### config.mk
export PLATFORM = sky130hd
export DESIGN_NAME = pioh_master
export DESIGN_NICKNAME = d
export VERILOG_FILES = /design/src/pioh_pkg.sv /design/src/pioh_timer.sv /design/src/pioh_intmask.sv /design/src/pioh_master.sv
export SDC_FILE = /design/constraint.sdc
export NUM_CORES = 1
export LEC_CHECK = 0
export BUFFER_PORTS_ARGS = -buffer_cell sky130_fd_sc_hd__buf_2
export CAP_MARGIN = 0
export CELL_PAD_IN_SITES_DETAIL_PLACEMENT = 0
export CELL_PAD_IN_SITES_GLOBAL_PLACEMENT = 1
export CORE_ASPECT_RATIO = 1.5
export CORE_MARGIN = 2
export CORE_UTILIZATION = 42
export CTS_CLUSTER_DIAMETER = 100
export DETAILED_ROUTE_END_ITERATION = 8
export GPL_ROUTABILITY_DRIVEN = 0
export PLACE_DENSITY_LB_ADDON = 0.25
export SLEW_MARGIN = 20
export SYNTH_ARGS = -nofsm -noshare
export SYNTH_HDL_FRONTEND = slang
export SYNTH_HIERARCHICAL = 1
export SYNTH_SLANG_ARGS = --single-unit
### constraint.sdc
create_clock -name clk -period 2.85 [get_ports clk]
set_input_delay 0 -clock clk [delete_from_list [all_inputs] [get_ports clk]]
set_output_delay 0 -clock clk [all_outputs]
set_load 0.05 [all_outputs]
### src/pioh_pkg.sv
// Package: constants and types for the programmed IO bus master
package pioh_pkg;
   localparam int DATA_W = 24;
   localparam int LEVELS = 24;
   localparam int OP_LSB = 0;
   localparam int OP_MSB = 12;
   localparam int DIR_BIT = 13;
   localparam int ACC_BIT = 14;
   localparam int ADDR_LSB = 16;
   localparam int CLK_PERIOD_PS = 5000;
   localparam int TIMEOUT_NS = 16640;
   localparam int TIMEOUT_CYC = (TIMEOUT_NS * 1000) / CLK_PERIOD_PS;
   localparam int SETTLE_CYC = 2;
   localparam logic [23:0] RESET_WORD = 24'h000000;
   localparam logic [7:0] ADDR_CMD = 8'h00;
   localparam logic [7:0] ADDR_WDATA = 8'h04;
   localparam logic [7:0] ADDR_RDATA = 8'h08;
   localparam logic [7:0] ADDR_STATUS = 8'h0c;
   localparam logic [7:0] ADDR_CTRL = 8'h10;
   localparam logic [7:0] ADDR_INTREQ = 8'h14;
   localparam int ST_BUSY = 0;
   localparam int ST_DONE = 1;
   localparam int ST_REFUSED = 2;
   localparam int ST_TIMEOUT = 3;
   localparam int ST_INTPEND = 4;
   localparam int CTRL_OFFLINE = 0;
   localparam int CTRL_CLEAR = 1;
   typedef enum {
      S_IDLE, S_CMD_SETTLE, S_CMD_WAIT, S_CMD_DROP,
      S_DAT_SETTLE, S_DAT_WAIT, S_DAT_DROP
   } pioh_state_e;
endpackage

### src/pioh_timer.sv
// Module: handshake timeout counter
`timescale 1ns/1ps
module pioh_timer
   import pioh_pkg::*;
#(
   parameter int LIMIT = TIMEOUT_CYC
) (
   input wire logic clk,
   input wire logic srst,
   input wire logic run,
   output logic expired
);
   logic [15:0] count;
   always_ff @(posedge clk) begin
      if (srst || !run) begin
         count <= 16'h0000;
         expired <= 1'b0;
      end else if (count == 16'(LIMIT - 1)) begin
         expired <= 1'b1;
      end else begin
         count <= count + 16'h0001;
      end
   end
endmodule

### src/pioh_intmask.sv
// Module: interrupt line gating and pending detect
`timescale 1ns/1ps
module pioh_intmask
   import pioh_pkg::*;
#(
   parameter int N = LEVELS
) (
   input wire logic clk,
   input wire logic srst,
   input wire logic offline,
   input wire logic [N-1:0] lines,
   output logic [N-1:0] gated,
   output logic pending
);
   always_ff @(posedge clk) begin
      if (srst) begin
         gated <= '0;
         pending <= 1'b0;
      end else begin
         gated <= offline ? '0 : lines;
         pending <= !offline && (|lines);
      end
   end
endmodule

### src/pioh_master.sv
// Module: processor end of the programmed IO bus, APB register slave
// Notes on behaviour
// - Command on bus, then command strobe
// - Output strobe only after data settles
// - Input strobe asks synchronizer to drive
// - Refusal sampled only in command cycles
// - Interlocked exchange, each strobe answered
// - Data exchange only after command acknowledged
// - Opcode bits 0-12, address from 16
// - Bit 13 direction, ignored without 14
// - Bit 14 selects data exchange
// - One 24-bit word, unused bits zero
// - Unanswered command aborts after 16.64 us
// - System clear resets all control state; here the offline bit and interrupt gating are kept
// - Offline line blocks all interrupts
// - Requests examined at fetch end
//
// Decided for this implementation: the register addresses and register access over APB.
`timescale 1ns/1ps
module pioh_master
   import pioh_pkg::*;
#(
   parameter int W = DATA_W,
   parameter int N = LEVELS,
   parameter int TIMEOUT = TIMEOUT_CYC
) (
   input wire logic clk,
   input wire logic srst,
   input wire logic psel,
   input wire logic penable,
   input wire logic pwrite,
   input wire logic [7:0] paddr,
   input wire logic [31:0] pwdata,
   output logic [31:0] prdata,
   output logic pready,
   output logic pslverr,
   input wire logic [W-1:0] busIn,
   output logic [W-1:0] busOut,
   output logic busOe,
   output logic commandStrobe,
   output logic dataOutputAvailable,
   output logic dataInputRequest,
   input wire logic acknowledge,
   input wire logic commandRefused,
   input wire logic [N-1:0] interruptRequestLine,
   output logic systemClear,
   output logic offlineInhibit,
   output logic interruptPending
);
   pioh_state_e state;
   logic [W-1:0] cmdWord;
   logic [W-1:0] outWord;
   logic [W-1:0] inWord;
   logic busy;
   logic done;
   logic refused;
   logic timedOut;
   logic offline;
   logic [1:0] settle;
   logic tmrRun;
   logic expired;
   logic [N-1:0] gatedLines;
   logic pendingRaw;
   logic wrEn;
   logic rdEn;
   logic startReq;
   logic [31:0] statusWord;
   logic [31:0] ctrlWord;

   function automatic logic known_addr(input logic [7:0] a);
      case (a)
         ADDR_CMD, ADDR_WDATA, ADDR_RDATA,
         ADDR_STATUS, ADDR_CTRL, ADDR_INTREQ: return 1'b1;
         default: return 1'b0;
      endcase
   endfunction

   assign wrEn = psel && penable && pwrite && pready;
   // Read data is loaded in the first access cycle, ahead of ready
   assign rdEn = psel && penable && !pwrite && !pready;

   // Status flags packed for software
   always_comb begin
      statusWord = 32'h00000000;
      statusWord[ST_BUSY] = busy;
      statusWord[ST_DONE] = done;
      statusWord[ST_REFUSED] = refused;
      statusWord[ST_TIMEOUT] = timedOut;
      statusWord[ST_INTPEND] = interruptPending;
   end

   always_comb begin
      ctrlWord = 32'h00000000;
      ctrlWord[CTRL_OFFLINE] = offline;
      ctrlWord[CTRL_CLEAR] = systemClear;
   end
   assign startReq = wrEn && paddr == ADDR_CMD && state == S_IDLE;
   assign tmrRun = state == S_CMD_WAIT || state == S_DAT_WAIT;

   pioh_timer #(.LIMIT(TIMEOUT)) u_timer (
      .clk(clk),
      .srst(srst || systemClear),
      .run(tmrRun),
      .expired(expired)
   );

   pioh_intmask #(.N(N)) u_intmask (
      .clk(clk),
      .srst(srst),
      .offline(offline),
      .lines(interruptRequestLine),
      .gated(gatedLines),
      .pending(pendingRaw)
   );

   // One-cycle-late ready gives a fixed two-cycle access
   always_ff @(posedge clk) begin
      if (srst) begin
         pready <= 1'b0;
      end else begin
         pready <= psel && penable && !pready;
      end
   end

   always_ff @(posedge clk) begin
      if (srst) begin
         pslverr <= 1'b0;
      end else begin
         pslverr <= psel && penable && !pready && !known_addr(paddr);
      end
   end

   always_ff @(posedge clk) begin
      if (srst) begin
         prdata <= 32'h00000000;
      end else if (rdEn) begin
         case (paddr)
            ADDR_CMD: prdata <= {8'h00, cmdWord};
            ADDR_WDATA: prdata <= {8'h00, outWord};
            ADDR_RDATA: prdata <= {8'h00, inWord};
            ADDR_STATUS: prdata <= statusWord;
            ADDR_CTRL: prdata <= ctrlWord;
            ADDR_INTREQ: prdata <= {8'h00, gatedLines};
            default: prdata <= 32'h00000000;
         endcase
      end
   end

   always_ff @(posedge clk) begin
      if (srst) begin
         offline <= 1'b0;
         systemClear <= 1'b0;
      end else if (wrEn && paddr == ADDR_CTRL) begin
         offline <= pwdata[CTRL_OFFLINE];
         systemClear <= pwdata[CTRL_CLEAR];
      end
   end

   always_ff @(posedge clk) begin
      if (srst) begin
         offlineInhibit <= 1'b0;
         interruptPending <= 1'b0;
      end else begin
         offlineInhibit <= offline;
         interruptPending <= pendingRaw;
      end
   end

   always_ff @(posedge clk) begin
      if (srst || systemClear) begin
         outWord <= RESET_WORD;
      end else if (wrEn && paddr == ADDR_WDATA) begin
         outWord <= pwdata[W-1:0];
      end
   end

   always_ff @(posedge clk) begin
      if (srst || systemClear) begin
         cmdWord <= RESET_WORD;
      end else if (startReq) begin
         cmdWord <= pwdata[W-1:0];
      end
   end

   // Exchange sequencer
   always_ff @(posedge clk) begin
      if (srst || systemClear) begin
         state <= S_IDLE;
         settle <= 2'b00;
         busOut <= RESET_WORD;
         busOe <= 1'b0;
         commandStrobe <= 1'b0;
         dataOutputAvailable <= 1'b0;
         dataInputRequest <= 1'b0;
         inWord <= RESET_WORD;
         busy <= 1'b0;
         done <= 1'b0;
         refused <= 1'b0;
         timedOut <= 1'b0;
      end else begin
         case (state)
            S_IDLE: begin
               if (startReq) begin
                  busOut <= pwdata[W-1:0];
                  busOe <= 1'b1;
                  settle <= 2'(SETTLE_CYC - 1);
                  busy <= 1'b1;
                  done <= 1'b0;
                  refused <= 1'b0;
                  timedOut <= 1'b0;
                  state <= S_CMD_SETTLE;
               end
            end
            S_CMD_SETTLE: begin
               if (settle == 2'b00) begin
                  commandStrobe <= 1'b1;
                  state <= S_CMD_WAIT;
               end else begin
                  settle <= settle - 2'b01;
               end
            end
            S_CMD_WAIT: begin
               if (acknowledge) begin
                  commandStrobe <= 1'b0;
                  busOe <= 1'b0;
                  refused <= commandRefused;
                  state <= S_CMD_DROP;
               end else if (expired) begin
                  commandStrobe <= 1'b0;
                  busOe <= 1'b0;
                  timedOut <= 1'b1;
                  busy <= 1'b0;
                  done <= 1'b1;
                  state <= S_IDLE;
               end
            end
            S_CMD_DROP: begin
               // Wait for acknowledge removal before reusing the lines
               if (!acknowledge) begin
                  if (refused || !cmdWord[ACC_BIT]) begin
                     busy <= 1'b0;
                     done <= 1'b1;
                     state <= S_IDLE;
                  end else begin
                     busOut <= outWord;
                     busOe <= !cmdWord[DIR_BIT];
                     settle <= 2'(SETTLE_CYC - 1);
                     state <= S_DAT_SETTLE;
                  end
               end
            end
            S_DAT_SETTLE: begin
               if (settle == 2'b00) begin
                  dataOutputAvailable <= !cmdWord[DIR_BIT];
                  dataInputRequest <= cmdWord[DIR_BIT];
                  state <= S_DAT_WAIT;
               end else begin
                  settle <= settle - 2'b01;
               end
            end
            S_DAT_WAIT: begin
               // Refusal ignored in data cycles
               if (acknowledge) begin
                  if (cmdWord[DIR_BIT]) begin
                     inWord <= busIn;
                  end
                  dataOutputAvailable <= 1'b0;
                  dataInputRequest <= 1'b0;
                  busOe <= 1'b0;
                  state <= S_DAT_DROP;
               end else if (expired) begin
                  dataOutputAvailable <= 1'b0;
                  dataInputRequest <= 1'b0;
                  busOe <= 1'b0;
                  timedOut <= 1'b1;
                  busy <= 1'b0;
                  done <= 1'b1;
                  state <= S_IDLE;
               end
            end
            S_DAT_DROP: begin
               if (!acknowledge) begin
                  busy <= 1'b0;
                  done <= 1'b1;
                  state <= S_IDLE;
               end
            end
            default: state <= S_IDLE;
         endcase
      end
   end
endmodule

# Yosys cells after proc, flatten, opt, wreduce, memory -nomap -nowiden
# Cells that the tools add are included.
word_totals:
  regBits: 218
  in_bits: 95
  out_inout_bits: 65
classes:
  add_sub_neg: 2
  eq_ne: 28
  n_mux: 49
  n_reduce_logical: 50
op_table:
  columns: ["cell", "n"]
  rows:
  - ["$mux W32", 8]
  - ["$pmux W32 S7", 1]
  - ["$pmux W24 S6", 1]
  - ["$eq A32 B3 Y1 const B", 4]
  - ["$mux W24", 3]
  - ["$eq A32 B2 Y1 const B", 2]
  - ["$logic_not A32 Y1", 2]
  - ["$pmux W24 S2", 1]
  - ["$eq A32 B1 Y1 const B", 1]
  - ["$eq A32 B4 Y1 const B", 1]
  - ["$reduce_or A24 Y1", 1]
  - ["$mux W1", 21]
  - ["$ne A2 B2 Y1 const B", 10]
  - ["$add A16 B1 Y16 const B", 1]
  - ["$eq A16 B12 Y1 const B", 1]
  - ["$eq A8 B4 Y1 const B", 2]
  - ["$eq A8 B5 Y1 const B", 2]
  - ["$reduce_and A5 Y1", 3]
  - ["$logic_and A1 B1 Y1", 12]
  - ["$reduce_and A3 Y1", 4]
  - ["$pmux W1 S2", 5]
  - ["$reduce_bool A2 Y1", 5]
  - ["$eq A8 B3 Y1 const B", 1]
  - ["$logic_not A8 Y1", 1]
  - ["other kinds (18)", 36]

# Logic depth before layout (Yosys ltp)
depth:
  word_depth: 7
  depth_mapped: 9

# By module
# Netlist, hierarchy kept.
modules_own_cells:
  columns: ["module", "instances", "cells_per_inst", "area_per_inst_um2", "seq_area_each_um2"]
  rows:
  - ["pioh_master", 1, 808, 7224.4, 3363.2]
  - ["pioh_timer", 1, 89, 788.3, 340.3]
  - ["pioh_intmask", 1, 61, 748.2, 500.5]

# Least setup slack after synthesis
# Ideal clock, no wire load.
synth_path:
  kind: "reg-to-reg"
  start: "register state[18]"
  end: "register u_timer.count[11]"
  setup_ns: 0.101
  t_arrival_ns: 2.280
  required_ns: 2.749
  path_slack_ns: 0.469
  path_stages_with_launch: 8
  n_path_buf: 1
  period_less_slack_ns: 2.381
  cell_sequence: "dfxtp_1 or4_4 or3_4 buf_6 nor4b_1 nor2b_1 nand2b_1 o41ai_1"
synth_between:
  elab_chain_cells: 4
  elab_cells_between_ends: 5
synth_lines:
  columns: ["element", "line_no", "text"]
  rows:
  - ["start, declared", "pioh_master.sv:50", "pioh_state_e state;"]
  - ["start signal, assigned", "pioh_master.sv:188", "state <= S_IDLE;"]
  - ["start signal, assigned", "pioh_master.sv:211", "state <= S_CMD_SETTLE;"]
  - ["start signal, assigned", "pioh_master.sv:217", "state <= S_CMD_WAIT;"]
  - ["$eq A32 B3 Y1 / $eq A32 B4 Y1 (equally long branches)", "pioh_master.sv:98", "assign tmrRun = state == S_CMD_WAIT || state == S_DAT_WAIT;"]
  - ["$logic_or A1 B1 Y1 (*)", "pioh_master.sv:98", null]
  - ["net tmrRun", "pioh_master.sv:60", "logic tmrRun;"]
  - ["$logic_not A1 Y1 (*)", "pioh_timer.sv:15", "if (srst || !run) begin"]
  - ["$logic_or A1 B1 Y1 (*)", "pioh_timer.sv:15", null]
  - ["end signal, assigned", "pioh_timer.sv:21", "count <= count + 16'h0001;"]
  - ["end, declared", "pioh_timer.sv:13", "logic [15:0] count;"]
# The timed path passes the listed nets; every way through them passes the cells marked *.
# A chain may end at the register's enable or synchronous reset.

# Worst setup path in the final report
layout_path:
  start: "register state[18]"
  end: "register refused"
layout_between:
  elab_chain_cells: 4
  elab_cells_between_ends: 9
layout_lines:
  columns: ["element", "line_no", "text"]
  rows:
  - ["$logic_not A32 Y1", "pioh_master.sv:97", "assign startReq = wrEn && paddr == ADDR_CMD && state == S_IDLE;"]
  - ["$logic_and A1 B1 Y1", "pioh_master.sv:97", null]
  - ["$ne A2 B2 Y1 (no line)", null, null]
  - ["$reduce_and A3 Y1 (no line)", null, null]
  - ["end signal, assigned", "pioh_master.sv:226", "refused <= commandRefused;"]
  - ["end, declared", "pioh_master.sv:56", "logic refused;"]
# Several ways; a longest one is shown, not always the timed one.

==> results.md <==
- Mean Syn Cell Area: 9.14 sq um
- Worst-path clk slew: 0.06 ns
- CTS Buf Count: 22
- Antenna Violating Nets Remaining: 0
- Commonest non-fill, non-tap cells in the layout: 210 x dfxtp_1, 143 x buf_2, 131 x nand2_1
- XOR/XNOR Fraction of Synth Area: 0.00600
- Finished Layout Cells: 1471
- Starting Density: 0.429
- Crit path required time: 3.29 ns
- Worst r2r src: state[18]$_SDFFE_PP0P_
- Max Clock Skew: 0.0141 ns
- Total placed cells including tap cells: 1352
- Final WL: 25.8 mm
- Post-synthesis simple-gate area fraction: 0.201
- Final Cycle Share: 0.910
- Compound-Gate Fraction of Synth Area: 0.169
- Port buffer count: 143
- CP startpoint: state[18]$_SDFFE_PP0P_
- Worst Hold Class: in2reg
- GR Util All Layers: 0.229
- Crit-path cells: or4_4 -> or3_4 -> nor4_4 -> nand4_1 -> dlygate4sd3_1 -> a21oi_1
- Vias per std cell: 5.26
- Hold_sp: paddr[3]
- DRC errors left: 0
- Die height: 181 microns
- Post-Synth Adder-Cell Area: 0.00286
- CTS HTree Levels: 1
- Rows: 64
- Final hold vios: 0
- Unrepaired setup endpoints after global routing: no
- Register area share after synthesis: 0.480
- Antenna Cells: 0
- Layout cell share with drive strength beyond 1: 0.216
- Crit path max fanout: 11
- CP Buf/Inv Count: 1
- First-pass GRT wire length: 40.0 mm
- Post-DP HPWL: approximately 17 mm
- Die W: 122 microns
- Setup violators final: 0
- Vias in the first global route: 7498
- Synth top area share: 0.480
- DRT Pass-1 Iters: 5
- Worst Tran Pin Value: 0.963 ns
- Initial antenna violation count: 0
- Critical path capture point type: flop
- Post-route minimum period: 2.59 ns
- Vias: 7743
- Post-synth EDFFs: 0
- Clock Tree Buf Depth: 3
- Critical-path top delay cell: dlygate4sd3_1
- Cells after Synth: around 960
- Clock latency on the worst-skew pair: 0.51 ns
- Area of the mapped netlist: 8760 sq um
- Setup crit start kind: flop
- Core Area: 20400 sq um
- Largest family of logic cells by synthesized area: simple AND/OR/NAND/NOR gates
- Nets: 1290
- Clock root cell: clkbuf_16
- Commonest non-fill, non-tap cell in the layout: dfxtp_1
- Synthesis-to-finish area growth: 30.3%
- Setup CP Type: reg2reg
- Pwr per Cell Area: 551 nW/um^2
- Post-DR wirelength/cell: 17.6 microns
- Ys flop type: dfxtp_1
- Critical Path AT: between 3 and 4 ns
- Slew HR: 0.357
- Slew Limit Fails: 0
- Largest net degree at the start of global routing: 55
- Lkg Pwr: 4.46 nW
- Area leader, netlist: dfxtp_1
- Die area: 22100 sq um
- Final TNS setup: 0 ns
- Yosys warns: 6
- Slowest stage delay, CP: 0.58 ns
- Asr flop ratio synth: 0
- Clk sinks: 210
- Mux contribution to synthesized area: 0.0914
- I/O pin total: between 150 and 200
- F_max: about 390 MHz
- Synthesized flop and latch total: 210
- Status: finished, final reports clean
- TritonCTS clock tree: built
- Max Cap Viol: 0
- Cell family with most CP delay: simple AND/OR/NAND/NOR gates
- Synth area leaders: dfxtp_1 48%, a21oi_1 6.1%, mux2i_1 6.1%
- Aggregate global routing overflow: 0
- DRT iter0 DRCs: approximately 440
- Post-CTS resize count: 0
- Post-synth cell types: 72
- Worst VDD drop: 0.517 mV
## worst register-to-register path, cell delays in order (launching register included)
cell and delay (ns):
dfxtp_1 0.30, or4_4 0.53, or3_4 0.51, nor4_4 0.36
nand4_1 0.14, dlygate4sd3_1 0.58, a21oi_1 0.12
## per-layer routing
| layer | share of wire | vias up | GRT usage |
|---|---|---|---|
| met3 | 0.043 | 46 | 0.0262 |
| met2 | 0.53 | 183 | 0.423 |
| li1 | - | 3846 | - |
| met1 | 0.40 | 3668 | 0.266 |
| met4 | 0.034 | 0 | 0.0818 |
| met5 | 0 | - | 0 |
## power breakdown
| group | internal, mW | switching (mW) | total (mW) |
|---|---|---|---|
| Combinational | 0.160 | 0.191 | 0.352 |
| Sequential | 2.98 | 0.0137 | 2.99 |
| Clock | 1.78 | 1.17 | 2.95 |
| Total | 4.92 | 1.37 | 6.29 |
## repair_timing
action	in CTS	in global routing
buffers inserted	0	3
setup endpoints to repair	0	1
hold buffers	78	0
endpoints found under the hold margin	125	0
## metrics by stage
step	total power, mW	hold slack, ns	area [sq um]	utilization	setup WS [ns]
after detailed placement	3.32	0.226	9860	0.483	0.359
after CTS	6.35	0.00356	11400	0.558	0.112
after floorplan	3.20	0.0838	8900	-	0.469
after global placement	3.32	0.219	9860	0.483	0.371
final	6.29	0.00663	11400	0.559	0.258
after global routing	6.51	0.0256	11400	0.559	0.122
## layout make-up
type | instances | area [sq um]
fillers | 1904 | 9000
well taps | 264 | 330
clock inverters | 8 | 98.8
flip-flops and latches | 210 | 4200
clock buffers | 30 | 652
repair buffers | 253 | 1820
inverters | 14 | 52.6
multi-input cells | 692 | 4260
## Yosys cell counts, drive strengths merged (21+ instances only)
master  instances
clkbuf         46
nor4           21
dfxtp         210
and2           27
mux2i          53
buf            32
nor2           52
a211oi         26
a21oi         106
nand2         131
nand3          32
## kinds of logic (layout without fill, tap and decap cells)
logic type / Yosys count / after routing
buffers and inverters: 92 / 305
XOR/XNOR: 6 / 6
adder cells (fa/ha/maj): 2 / 2
multiplexers: 75 / 75
AO/OA/AOI/OAI: 234 / 234
flip-flops: 210 / 210
other: 1 / 37
AND/OR/NAND/NOR: 338 / 338
## sequential cells by signal (all words and copies together) (netlist names), 2 cells and up
signal,flops
busOut,24
cmdWord,24
inWord,24
outWord,24
prdata,24
settle,2
state,32
u_intmask/gated,24
u_timer/count,16
## path summary, 6_finish.rpt
| path | cells after the start | slack, ns | to |
|---|---|---|---|
| max reg2reg | 6 | 0.26 | refused$_SDFFE_PP0P_ |
| min | 3 | 0.007 | pslverr$_SDFF_PP0_ |
| max | 6 | 0.26 | refused$_SDFFE_PP0P_ |
| min reg2reg | 2 | 0.45 | cmdWord[20]$_SDFFE_PP0P_ |
Note: power is estimated with default switching activity, not from simulation.
